**config.mk**
```make
export PLATFORM = sky130hd
export DESIGN_NAME = cct_timer
export DESIGN_NICKNAME = d
export VERILOG_FILES = /design/src/common/cct_pkg.sv /design/src/core/cct_prescaler.sv /design/src/core/cct_in_filter.sv /design/src/core/cct_timer.sv
export SDC_FILE = /design/constraint.sdc
export NUM_CORES = 1
export LEC_CHECK = 0
export ABC_AREA = 1
export BUFFER_PORTS_ARGS = -buffer_cell sky130_fd_sc_hd__buf_2
export CORE_MARGIN = 1
export CORE_UTILIZATION = 30
export CTS_CLUSTER_DIAMETER = 50
export CTS_CLUSTER_SIZE = 14
export DETAILED_ROUTE_END_ITERATION = 7
export GPL_ROUTABILITY_DRIVEN = 1
export GPL_TIMING_DRIVEN = 0
export PLACE_DENSITY = 0.44
export SYNTH_ARGS = -nofsm -noshare
export SYNTH_HDL_FRONTEND = slang
export SYNTH_HIERARCHICAL = 1
export SYNTH_SLANG_ARGS = --single-unit
```
**constraint.sdc**
```tcl
create_clock -name clk_in -period 3 [get_ports clk_in]
set_input_delay 0.15 -clock clk_in [delete_from_list [all_inputs] [get_ports clk_in]]
set_output_delay 0.15 -clock clk_in [all_outputs]
set_load 0.01 [all_outputs]
```
**src/common/cct_pkg.sv**
```systemverilog
// constants, field layout and types of the capture/compare timer
package cct_pkg;

  // ==========================================================
  // register byte offsets on the bus
  localparam logic [5:0] OFF_CTRL0 = 6'h00;
  localparam logic [5:0] OFF_CTRL1 = 6'h04;
  localparam logic [5:0] OFF_CNT_LO = 6'h08;
  localparam logic [5:0] OFF_CNT_HI = 6'h0c;
  localparam logic [5:0] OFF_CMP_LO = 6'h10;
  localparam logic [5:0] OFF_CMP_HI = 6'h14;
  localparam logic [5:0] OFF_CAP_LO = 6'h18;
  localparam logic [5:0] OFF_CAP_HI = 6'h1c;
  localparam logic [5:0] OFF_IRQ_STAT = 6'h20;
  localparam logic [5:0] OFF_IRQ_EN = 6'h24;
  localparam logic [5:0] OFF_IRQ_CLR = 6'h28;

  // ==========================================================
  // control register 0 fields
  localparam int unsigned C0_SRC_LSB = 0;
  localparam int unsigned C0_ON = 3;
  localparam int unsigned C0_CLK_LSB = 4;
  localparam int unsigned C0_PAUSE = 7;
  localparam logic [7:0] C0_MASK = 8'hfb;
  // control register 1 fields
  localparam int unsigned C1_CMPCLR = 0;
  localparam int unsigned C1_CAPTURE_AUTO_CLEAR = 1;
  localparam int unsigned C1_FIL = 2;
  localparam int unsigned C1_NFS = 3;
  localparam int unsigned C1_NFT = 4;
  localparam int unsigned C1_CAPTURE_INPUT_ENABLE = 5;
  localparam int unsigned C1_EDGE_LSB = 6;

  // ==========================================================
  // interrupt status bits
  localparam int unsigned IRQ_W = 3;
  localparam int unsigned IRQ_OVF = 0;
  localparam int unsigned IRQ_CMP = 1;
  localparam int unsigned IRQ_CAP = 2;

  // ==========================================================
  // reset values and counts
  localparam logic [7:0] CTRL_RST = 8'h00;
  localparam logic [15:0] CNT_RST = 16'h0000;
  localparam logic [15:0] CAP_RST = 16'h0000;
  localparam logic [2:0] IRQ_RST = 3'h0;
  localparam logic [1:0] FIL_DIV_MASK = 2'h3;
  localparam int unsigned FIL_N_SHORT = 2;
  localparam int unsigned FIL_N_LONG = 4;

  typedef enum logic [1:0] {
    EDGE_OFF = 2'b00,
    EDGE_RISE = 2'b01,
    EDGE_FALL = 2'b10,
    EDGE_BOTH = 2'b11
  } cct_edge_t;

  typedef enum logic [1:0] {
    SRC_HALL_A = 2'b00,
    SRC_HALL_B = 2'b01,
    SRC_HALL_C = 2'b10,
    SRC_EXT_PIN = 2'b11
  } cct_src_t;

  localparam logic [2:0] CK_PWM = 3'b000;

endpackage

```
**src/core/cct_prescaler.sv**
```systemverilog
// clock-enable divider for the counter and the input filter
`timescale 1ns/1ns
`default_nettype none
module cct_prescaler
  import cct_pkg::*;
#(
  parameter int unsigned DIV_W = 7
) (
  input wire logic clk_in,
  input wire logic rst_in,
  input wire logic [2:0] clk_sel_in,
  input wire logic pwm_period_tick_in,
  output logic count_tick_out,
  output logic fil_tick_out
);

  typedef struct packed {
    logic [DIV_W-1:0] div;
    logic count_tick;
    logic fil_tick;
  } cct_div_state_t;

  cct_div_state_t st_r;
  cct_div_state_t st_nxt;

  // ==========================================================
  // free divider; each divided rate is one enable pulse per period, select 000 follows the pwm tick level
  always_comb begin
    logic [DIV_W-1:0] ones;
    ones = '0;
    st_nxt = st_r;
    st_nxt.div = st_r.div + 1'b1;
    for (int k = 0; k < DIV_W; k++) begin
      if (k < int'(clk_sel_in)) begin
        ones[k] = 1'b1;
      end
    end
    if (clk_sel_in == CK_PWM) begin
      st_nxt.count_tick = pwm_period_tick_in;
    end else begin
      st_nxt.count_tick = ((st_r.div & ones) == ones);
    end
    st_nxt.fil_tick = (st_r.div[1:0] == FIL_DIV_MASK);
  end

  always_ff @(posedge clk_in or posedge rst_in) begin
    if (rst_in) begin
      st_r <= '0;
    end else begin
      st_r <= st_nxt;
    end
  end

  assign count_tick_out = st_r.count_tick;
  assign fil_tick_out = st_r.fil_tick;

endmodule
`default_nettype wire

```
**src/core/cct_in_filter.sv**
```systemverilog
// input synchronisers, source select, glitch filter and edge detector
`timescale 1ns/1ns
`default_nettype none
module cct_in_filter
  import cct_pkg::*;
#(
  parameter int unsigned N_SRC = 4
) (
  input wire logic clk_in,
  input wire logic rst_in,
  input wire logic [N_SRC-1:0] pins_in,
  input wire logic [1:0] src_sel_in,
  input wire logic [1:0] edge_sel_in,
  input wire logic fil_en_in,
  input wire logic fil_slow_in,
  input wire logic fil_long_in,
  input wire logic fil_tick_in,
  output logic event_out
);

  typedef struct packed {
    logic [N_SRC-1:0] s1;
    logic [N_SRC-1:0] s2;
    logic [N_SRC-1:0] s3;
    logic [N_SRC-1:0] clean;
    logic [3:0] hist;
    logic stable;
    logic stable_d;
    logic evt;
  } cct_fil_state_t;

  cct_fil_state_t st_r;
  cct_fil_state_t st_nxt;

  // ==========================================================
  // a pin level counts only once stages two and three agree
  always_comb begin
    logic lvl;
    logic agree;
    lvl = 1'b0;
    agree = 1'b0;
    st_nxt = st_r;
    st_nxt.s1 = pins_in;
    st_nxt.s2 = st_r.s1;
    st_nxt.s3 = st_r.s2;
    for (int i = 0; i < N_SRC; i++) begin
      if (st_r.s2[i] == st_r.s3[i]) begin
        st_nxt.clean[i] = st_r.s3[i];
      end
    end
    lvl = st_r.clean[src_sel_in];
    if (fil_en_in) begin
      if (!fil_slow_in || fil_tick_in) begin
        st_nxt.hist = {st_r.hist[2:0], lvl};
      end
      if (fil_long_in) begin
        agree = (st_r.hist == 4'h0) || (st_r.hist == 4'hf);
      end else begin
        agree = (st_r.hist[1:0] == 2'h0) || (st_r.hist[1:0] == 2'h3);
      end
      if (agree) begin
        st_nxt.stable = st_r.hist[0];
      end
    end else begin
      st_nxt.hist = {4{lvl}};
      st_nxt.stable = lvl;
    end
    st_nxt.stable_d = st_r.stable;
    case (cct_edge_t'(edge_sel_in))
      EDGE_RISE: st_nxt.evt = st_r.stable & ~st_r.stable_d;
      EDGE_FALL: st_nxt.evt = ~st_r.stable & st_r.stable_d;
      EDGE_BOTH: st_nxt.evt = st_r.stable ^ st_r.stable_d;
      default: st_nxt.evt = 1'b0;
    endcase
  end

  always_ff @(posedge clk_in or posedge rst_in) begin
    if (rst_in) begin
      st_r <= '0;
    end else begin
      st_r <= st_nxt;
    end
  end

  assign event_out = st_r.evt;

endmodule
`default_nettype wire

```
**src/core/cct_timer.sv**
```systemverilog
// capture/compare timer top with wishbone register slave
//
// The Wishbone interface to the registers and the address map are this design's own decisions.
`timescale 1ns/1ns
`default_nettype none

// Notes on behaviour
// - capture source is one of three hall inputs or the external pin
// - trigger edge is rising, falling or both
// - module-on bit enables the block; off stops the counter
// - capture input enable gates capture events separately
// - filter accepts a level after 2 or 4 equal samples
// - filter samples at system clock or system clock divided by 4
// - 16-bit up-counter readable as low and high byte
// - valid capture copies the counter into read-only capture pair
// - counter overflow sets the overflow flag
// - capture auto-clear zeroes the counter after each capture
// - 16-bit compare value held in low and high byte registers
// - counter equal to compare value sets compare-match flag
// - compare auto-clear zeroes the counter on a match
// - capture high byte is read-only bits 15 to 8, undefined at power-on
// - clock select 000 is pwm tick, 001-111 system clock over 2..128
// - on-bit rise zeroes counter; fall keeps the residual value
// - edge field: 00 off, 01 rising, 10 falling, 11 both
// - source field: 00 hall a, 01 hall b, 10 hall c, 11 pin
module cct_timer
  import cct_pkg::*;
#(
  parameter int unsigned ADR_W = 8,
  parameter int unsigned CNT_W = 16
) (
  input wire logic clk_in,
  input wire logic rst_in,
  input wire logic wb_cyc_in,
  input wire logic wb_stb_in,
  input wire logic wb_we_in,
  input wire logic [ADR_W-1:0] wb_adr_in,
  input wire logic [3:0] wb_sel_in,
  input wire logic [31:0] wb_dat_in,
  output logic [31:0] wb_dat_out,
  output logic wb_ack_out,
  input wire logic hall_input_a_in,
  input wire logic hall_input_b_in,
  input wire logic hall_input_c_in,
  input wire logic external_capture_pin_in,
  input wire logic pwm_period_tick_in,
  output logic irq_out
);

  // ==========================================================
  // register map, byte offsets, low byte of each word used
  //   00 control 0: [1:0] source, [3] on, [6:4] clock select, [7] pause; bit 2 reads 0
  //   04 control 1: [0] compare clear, [1] capture clear, [2] filter on,
  //      [3] filter at a quarter rate, [4] four samples, [5] capture enable, [7:6] edge
  //   08/0c counter low/high, read only
  //   10/14 compare low/high, read/write
  //   18/1c capture low/high, read only
  //   20 status, read only: [0] overflow, [1] compare match, [2] capture
  //   24 interrupt enable, same layout as status
  //   28 status clear, write only, a one clears; reads 0
  //   anything else reads 0 and ignores writes
  // 16-bit values are not latched: a low/high pair read while counting may tear

  // ==========================================================
  // state
  typedef struct packed {
    logic [7:0] ctrl0;
    logic [7:0] ctrl1;
    logic [CNT_W-1:0] cnt;
    logic [CNT_W-1:0] cmp;
    logic [CNT_W-1:0] cap;
    logic [IRQ_W-1:0] stat;
    logic [IRQ_W-1:0] en;
    logic on_d;
    logic ack;
    logic [31:0] dat;
    logic irq;
  } cct_state_t;

  cct_state_t st_r;
  cct_state_t st_nxt;

  logic count_tick;
  logic fil_tick;
  logic cap_evt;

  // word-aligned offset match, shared by read and write decode
  function automatic logic hit(input logic [ADR_W-1:0] adr, input logic [5:0] off);
    hit = (adr[ADR_W-1:2] == (ADR_W-2)'(off[5:2]));
  endfunction

  // ==========================================================
  // named control fields
  logic module_on_bit;
  logic counter_pause;
  logic [2:0] counter_clock_select;
  logic [1:0] capture_source_select;
  logic [1:0] edge_select_field;
  logic capture_input_enable;
  logic input_filter_enable;
  logic filter_sample_clock_select;
  logic filter_sample_count_select;
  logic capture_auto_clear;
  logic compare_auto_clear;

  assign module_on_bit = st_r.ctrl0[C0_ON];
  assign counter_pause = st_r.ctrl0[C0_PAUSE];
  assign counter_clock_select = st_r.ctrl0[C0_CLK_LSB +: 3];
  assign capture_source_select = st_r.ctrl0[C0_SRC_LSB +: 2];
  assign edge_select_field = st_r.ctrl1[C1_EDGE_LSB +: 2];
  assign capture_input_enable = st_r.ctrl1[C1_CAPTURE_INPUT_ENABLE];
  assign input_filter_enable = st_r.ctrl1[C1_FIL];
  assign filter_sample_clock_select = st_r.ctrl1[C1_NFS];
  assign filter_sample_count_select = st_r.ctrl1[C1_NFT];
  assign capture_auto_clear = st_r.ctrl1[C1_CAPTURE_AUTO_CLEAR];
  assign compare_auto_clear = st_r.ctrl1[C1_CMPCLR];

  // ==========================================================
  // clock enables
  cct_prescaler #(
    .DIV_W(7)
  ) u_div (
    .clk_in(clk_in),
    .rst_in(rst_in),
    .clk_sel_in(counter_clock_select),
    .pwm_period_tick_in(pwm_period_tick_in),
    .count_tick_out(count_tick),
    .fil_tick_out(fil_tick)
  );

  // ==========================================================
  // capture input path; the filter only works while the module is on
  cct_in_filter #(
    .N_SRC(4)
  ) u_fil (
    .clk_in(clk_in),
    .rst_in(rst_in),
    .pins_in({external_capture_pin_in, hall_input_c_in, hall_input_b_in, hall_input_a_in}),
    .src_sel_in(capture_source_select),
    .edge_sel_in(edge_select_field),
    .fil_en_in(input_filter_enable & module_on_bit),
    .fil_slow_in(filter_sample_clock_select),
    .fil_long_in(filter_sample_count_select),
    .fil_tick_in(fil_tick),
    .event_out(cap_evt)
  );

  // ==========================================================
  // counter, capture, compare, flags and bus
  always_comb begin
    logic on;
    logic run;
    logic do_cap;
    logic [CNT_W:0] inc;
    logic [IRQ_W-1:0] set;
    logic [IRQ_W-1:0] clr;
    logic wr;
    logic rd;
    logic [7:0] wbyte;
    on = module_on_bit;
    run = 1'b0;
    do_cap = 1'b0;
    inc = '0;
    set = '0;
    clr = '0;
    wr = 1'b0;
    rd = 1'b0;
    wbyte = wb_dat_in[7:0];
    st_nxt = st_r;

    st_nxt.on_d = on;
    run = on && !counter_pause && count_tick;
    do_cap = on && capture_input_enable && cap_evt;
    inc = {1'b0, st_r.cnt} + 1'b1;

    if (do_cap) begin
      st_nxt.cap = st_r.cnt;
      set[IRQ_CAP] = 1'b1;
    end

    if (on && !st_r.on_d) begin
      st_nxt.cnt = CNT_RST;
    end else if (do_cap && capture_auto_clear) begin
      st_nxt.cnt = CNT_RST;
    end else if (run) begin
      st_nxt.cnt = inc[CNT_W-1:0];
      if (inc[CNT_W]) begin
        set[IRQ_OVF] = 1'b1;
      end
      if (inc[CNT_W-1:0] == st_r.cmp) begin
        set[IRQ_CMP] = 1'b1;
        if (compare_auto_clear) begin
          st_nxt.cnt = CNT_RST;
        end
      end
    end
    // when off the counter simply holds its residual value

    // classic wishbone: one ack per request, dropped the cycle after
    st_nxt.ack = 1'b0;
    if (wb_cyc_in && wb_stb_in && !st_r.ack) begin
      st_nxt.ack = 1'b1;
      wr = wb_we_in && wb_sel_in[0];
      rd = !wb_we_in;
    end

    if (wr) begin
      if (hit(wb_adr_in, OFF_CTRL0)) begin
        st_nxt.ctrl0 = wbyte & C0_MASK;
      end
      if (hit(wb_adr_in, OFF_CTRL1)) begin
        st_nxt.ctrl1 = wbyte;
      end
      if (hit(wb_adr_in, OFF_CMP_LO)) begin
        st_nxt.cmp[7:0] = wbyte;
      end
      if (hit(wb_adr_in, OFF_CMP_HI)) begin
        st_nxt.cmp[15:8] = wbyte;
      end
      if (hit(wb_adr_in, OFF_IRQ_EN)) begin
        st_nxt.en = wbyte[IRQ_W-1:0];
      end
      if (hit(wb_adr_in, OFF_IRQ_CLR)) begin
        clr = wbyte[IRQ_W-1:0];
      end
    end

    // an event in the clearing cycle survives: set wins
    st_nxt.stat = (st_r.stat & ~clr) | set;

    if (rd) begin
      st_nxt.dat = '0;
      if (hit(wb_adr_in, OFF_CTRL0)) begin
        st_nxt.dat[7:0] = st_r.ctrl0;
      end
      if (hit(wb_adr_in, OFF_CTRL1)) begin
        st_nxt.dat[7:0] = st_r.ctrl1;
      end
      if (hit(wb_adr_in, OFF_CNT_LO)) begin
        st_nxt.dat[7:0] = st_r.cnt[7:0];
      end
      if (hit(wb_adr_in, OFF_CNT_HI)) begin
        st_nxt.dat[7:0] = st_r.cnt[15:8];
      end
      if (hit(wb_adr_in, OFF_CMP_LO)) begin
        st_nxt.dat[7:0] = st_r.cmp[7:0];
      end
      if (hit(wb_adr_in, OFF_CMP_HI)) begin
        st_nxt.dat[7:0] = st_r.cmp[15:8];
      end
      if (hit(wb_adr_in, OFF_CAP_LO)) begin
        st_nxt.dat[7:0] = st_r.cap[7:0];
      end
      if (hit(wb_adr_in, OFF_CAP_HI)) begin
        st_nxt.dat[7:0] = st_r.cap[15:8];
      end
      if (hit(wb_adr_in, OFF_IRQ_STAT)) begin
        st_nxt.dat[IRQ_W-1:0] = st_r.stat;
      end
      if (hit(wb_adr_in, OFF_IRQ_EN)) begin
        st_nxt.dat[IRQ_W-1:0] = st_r.en;
      end
    end

    st_nxt.irq = |(st_nxt.stat & st_nxt.en);
  end

  // capture pair has no meaningful reset value; zero keeps simulation clean
  always_ff @(posedge clk_in or posedge rst_in) begin
    if (rst_in) begin
      st_r.ctrl0 <= CTRL_RST;
      st_r.ctrl1 <= CTRL_RST;
      st_r.cnt <= CNT_RST;
      st_r.cmp <= CNT_RST;
      st_r.cap <= CAP_RST;
      st_r.stat <= IRQ_RST;
      st_r.en <= IRQ_RST;
      st_r.on_d <= 1'b0;
      st_r.ack <= 1'b0;
      st_r.dat <= '0;
      st_r.irq <= 1'b0;
    end else begin
      st_r <= st_nxt;
    end
  end

  assign wb_dat_out = st_r.dat;
  assign wb_ack_out = st_r.ack;
  assign irq_out = st_r.irq;

endmodule
`default_nettype wire

```
Word-level counts from Yosys, hierarchy flattened:

Cells that the tools add are included.

* add/sub/neg operators: 2
* reductions and logical operators: 27
* mux-type cells: 44
* bitwise logic cells: 11
* order comparisons: 8
* eq/ne operators: 24

Operator list (number)
* 16-bit 2-to-1 mux: 5
* 8-bit 2-to-1 mux: 8
* 6-bit by 3-bit == test with 1-bit output (second input constant): 4
* 6-bit by 4-bit == test with 1-bit output (second input constant): 3
* 1-bit 2-to-1 mux: 18
* 3-bit 2-to-1 mux: 6
* 16-bit by 1-bit adder with 17-bit output (second input constant): 1
* 16-bit == test: 1
* 6-bit by 2-bit == test with 1-bit output (second input constant): 2
* 1-bit logical AND: 9
* 3-bit less-than comparator (first input constant): 3
* 2-bit == test (second input constant): 4
* 2-bit AND reduction: 4
* 7-bit by 1-bit adder with 7-bit output (second input constant): 1
* 7-bit bitwise AND: 1
* 7-bit == test: 1
* 3-bit bitwise AND: 2
* 6-bit by 1-bit == test with 1-bit output (second input constant): 1
* 6-bit zero test: 1
* 1-bit by 3-bit less-than comparator with 1-bit output (first input constant): 2
* 2-bit by 3-bit less-than comparator with 1-bit output (first input constant): 2
* 2-bit 2-to-1 mux: 3
* 1-bit zero test: 5
* 5-bit 2-to-1 mux: 1
* other kinds (19): 28

* output and inout bits: 34
* flip-flop bits (word level): 112
* input port bits: 54

Depth between registers and ports, before layout:

* depth in word-level cells: 11
* gate-level depth with buffers: 16
* gate-level depth less buffers: 16

Cells and area by module:

Netlist, hierarchy kept.

Modules (own cells, without submodules)
* cct_timer: area an instance 4518.1 µm², cells an instance 619, instances 1, sequential area each 2001.9 µm²
* cct_in_filter: area an instance 878.3 µm², cells an instance 78, instances 1, sequential area each 575.6 µm²
* cct_prescaler: area an instance 400.4 µm², cells an instance 43, instances 1, sequential area each 225.2 µm²

Worst setup path before layout:

No wires, ideal clock.

* path kind: register -> register
* from: reg st_r[74] (netlist name)
* to: reg st_r[78] (netlist name)
* arrival time: 1.864 ns
* required time: 2.872 ns
* stages on the path, launching flop included: 16
* path slack: 1.008 ns
* clock period less this slack: 1.992 ns
* path through: dfrtp_1 > ha_1 > nand2_2 > nor2_4 > nand3_1 > nand2_1 > nand2_1 > nand2_1 > nand2_1 > nor2_1 > nand3_1 > nor2_4 > nand4_4 > buf_6 > nand2_1 > o21ai_1

* longest elaborated chain between the ends: 6
* elaborated cells between the ends (all ways): 7

Ends and longest elaborated chain
* start: declaration: line cct_timer.sv:80 `cct_state_t st_r;`
* start signal: assignment: line cct_timer.sv:283 `st_r <= st_nxt;`
* 16-bit by 1-bit adder with 17-bit output (*): line cct_timer.sv:174 `inc = {1'b0, st_r.cnt} + 1'b1;`
* 16-bit == test / 16-bit 2-to-1 mux (equally long branches): line cct_timer.sv:190, cct_timer.sv:192
* 16-bit 2-to-1 mux (*): line cct_timer.sv:190 `if (inc[CNT_W-1:0] == st_r.cmp) begin`
* 16-bit 2-to-1 mux (*): line cct_timer.sv:185 `end else if (run) begin`
* 16-bit 2-to-1 mux (*): line cct_timer.sv:183 `end else if (do_cap && capture_auto_clear) begin`
* 16-bit 2-to-1 mux (*): line cct_timer.sv:181 `if (on && !st_r.on_d) begin`

Mark *: on every way between the ends. The rest lies on a longest branch, timed or not. The select of a mux whose other input is x is not followed.
A chain may end at the register's enable or synchronous reset.

Final worst setup path:

Same ends and word-level chain as after synthesis.

==> metrics.csv <==
metric,value,unit
result of the run,"finished, final reports clean",
gpl congestion,0.907,
DRC violation total after the first TritonRoute iteration,292,
power per unit of standard cell area,446,nW/um^2
CTS-repair resized insts,0,
Clock Pin Slew Worst Setup and Hold Paths,70,ps
vertical die dimension,141,um
worst vdd rail ir drop,0.249,mV
largest cells by area after synthesis,"dfrtp_1, nand2_1, o21ai_0",
total CTS buffers,9,
setup violation total in the final timing report,0,
number of vias per cell after detailed routing,4.58,
sequential cell area fraction in the yosys report,0.483,
DRT Pass-1 Iters,5,
Slew Limit Fails,0,
utilization after layout,0.359,
CTS tree,done,
top fanout value on the critical path,10,
average cell area after synthesis,7.83,sq um
final period demand of the worst path,2610,ps
final critical-path share of the clock period,0.870,
std cell rows,50,
largest net degree at the start of global routing,44,
total cell area at the placement stage,6410,sq um
Crit path arrival time,2830,ps
worst clock skew,7.64,ps
Die X,141,um
worst min-delay path class,in -> reg,
area of the core region,18800,sq um
highest clock rate,0.383,GHz
Initial Util,0.308,
Layout Area Growth over Synthesis,16.6,%
area of all placed cells without fillers,6760,sq um
cell leakage power,3.21,nW
Die ar.,19900,sq um
number of antenna diodes,0,
max-capacitance violation count,0,
worst slew pin tran,842,ps
post-synthesis cell type with the largest combined area,dfrtp_1,
post-detailed-route count of antenna-violating nets,0,
count of distinct cell types in the synthesized netlist,37,
number of DRC violations after detailed routing,0,
register bit total from synthesis,112,
number of clock sinks,112,
headroom to the max-slew limit,0.438,
proportion of netlist area held by the largest area contributor,0.483,
number of global-route vias before repair,4818,
Via Count,4944,
PortBufs,34,
Worst Path Required,3220,ps
summed instance area of the synthesized netlist,5800,sq um
ratio of cells with drive above 1 in the final layout,0.145,
clock tree root buffer cell,clkbuf_16,
CP endpoint kind,flip-flop,
startpoint kind of the worst setup timing path,flip-flop,
number of top-level design ports,88,
Worst Setup Path Type,reg -> reg,
number of buffers on the longest clock path,2,
clock insertion delay at the later pin of the skew report,360,ps
number of antenna violations at the first check in global routing,0,
"most common cell after layout, fill and taps aside",nand2_1,
post-detailed-placement half-perimeter wirelength,12800,um
number of cells produced by synthesis,740,
Total Routing Usage GR,0.176,
final number of hold-violating endpoints,0,
average wire length per cell after detail routing,15.1,um
count of nets after finishing,874,
warnings from Yosys,6,
post-route worst hold slack,23.2,ps
wire length after detailed routing,16300,um
"commonest cells after routing, fill and taps aside","nand2_1, dfrtp_1, inv_1",
H-tree depth,3,
wire length of the first global-routing pass,26600,um
unrepaired setup endpoints after global routing,no,
"Remaining Overflow, GRT",0,
[area by class of cell]
| type | instances | area [sq um] |
|---|---|---|
| fill | 1997 | 12100 |
| sequential | 112 | 2800 |
| multi-input combinational | 530 | 2500 |
| tap | 260 | 325 |
| inverter | 78 | 295 |
| buffer | 43 | 290 |
| timing repair buffer | 40 | 248 |
| clock buffer | 10 | 239 |
| clock inverter | 6 | 60.1 |
[through the flow]
stage / cells / setup slack [ps] / total power, W / TNS (ps)
finish: 1079 / 391 / 0.00301 / 0
global route: 1079 / 169 / 0.00315 / 0
CTS: 1079 / 382 / 0.00306 / 0
detailed placement: 1058 / 404 / 0.00182 / 0
global placement: 1057 / -427 / 0.00181 / -33750
floorplan: 763 / 798 / 0.00175 / 0
[critical path, stage by stage, from the launching register on]
cell and delay [ps]:
dfrtp_1 540, ha_1 380, nand2_2 120, nand2_1 150, xor2_1 150, nand2_1 70, nor2_1 210, nand4_2 190
nor2_4 170, nand4_4 170, buf_6 210, nand2_1 60, o21ai_1 60
[kinds of logic after synthesis]
family                     share of synthesized area
and+or+nand+nor                                0.284
buffers and inverters                          0.101
DFF                                            0.483
AOI/OAI and AO/OA                             0.0976
adders and majority gates                     0.0199
xor gates and xnor gates                      0.0136
other                                       0.000647
[synthesized netlist by cell type, drive strengths merged]
master     n
nand4     19
nand2    251
clkbuf     9
a211oi     4
nor2      64
maj3       4
xnor2      4
xor2       5
inv       78
o311ai     1
buf       34
o211ai     1
nand3b     2
nor4       1
conb       1
nand3     38
a21oi     16
nor3       6
dfrtp    112
a22o       1
o2111ai    3
or2        1
ha         6
a31oi      1
o21ai     78
[routing by layer]
metal,share of wire,track usage,routed length [um]
met2,0.47,0.291,7690
met1,0.47,0.235,7650
met4,0.016,0.0498,255
met3,0.044,0.0340,713
met5,0,0,0
[registers in the layout, summed over array words and instances (netlist names), 2 cells and up]
| signal | cells |
|---|---|
| capture_source_select | 2 |
| counter_clock_select | 3 |
| edge_select_field | 2 |
| st_r | 55 |
| u_div/st_r | 7 |
| u_fil/st_nxt | 9 |
| u_fil/st_r | 13 |
| wb_dat_out | 8 |
[power by group]
group | internal (W) | switching, W
Sequential | 0.00155 | 0.0000317
Clock | 0.000605 | 0.000615
Combinational | 0.0000846 | 0.000126
Total | 0.00224 | 0.000772
[repair_timing]
action / CTS / global route
buffers inserted: 0 / 0
hold endpoints to repair: 50 / 0
hold buffers: 5 / 0
[path summary, 6_finish.rpt]
path	from	slack (ps)	to	cells after the start
setup / recovery	st_r[74]	390	st_r[78]	12
hold / removal	wb_stb_in	20	wb_ack_out	3
setup reg to reg	st_r[74]	390	st_r[78]	12
hold reg to reg	u_fil/st_nxt[15]	360	u_fil/st_nxt[11]	0
max in group asynchronous	rst_in	1930	u_fil/st_r[9]	3
min in group asynchronous	rst_in	330	u_div/fil_tick_out	3
(Power assumes the default switching activity.)
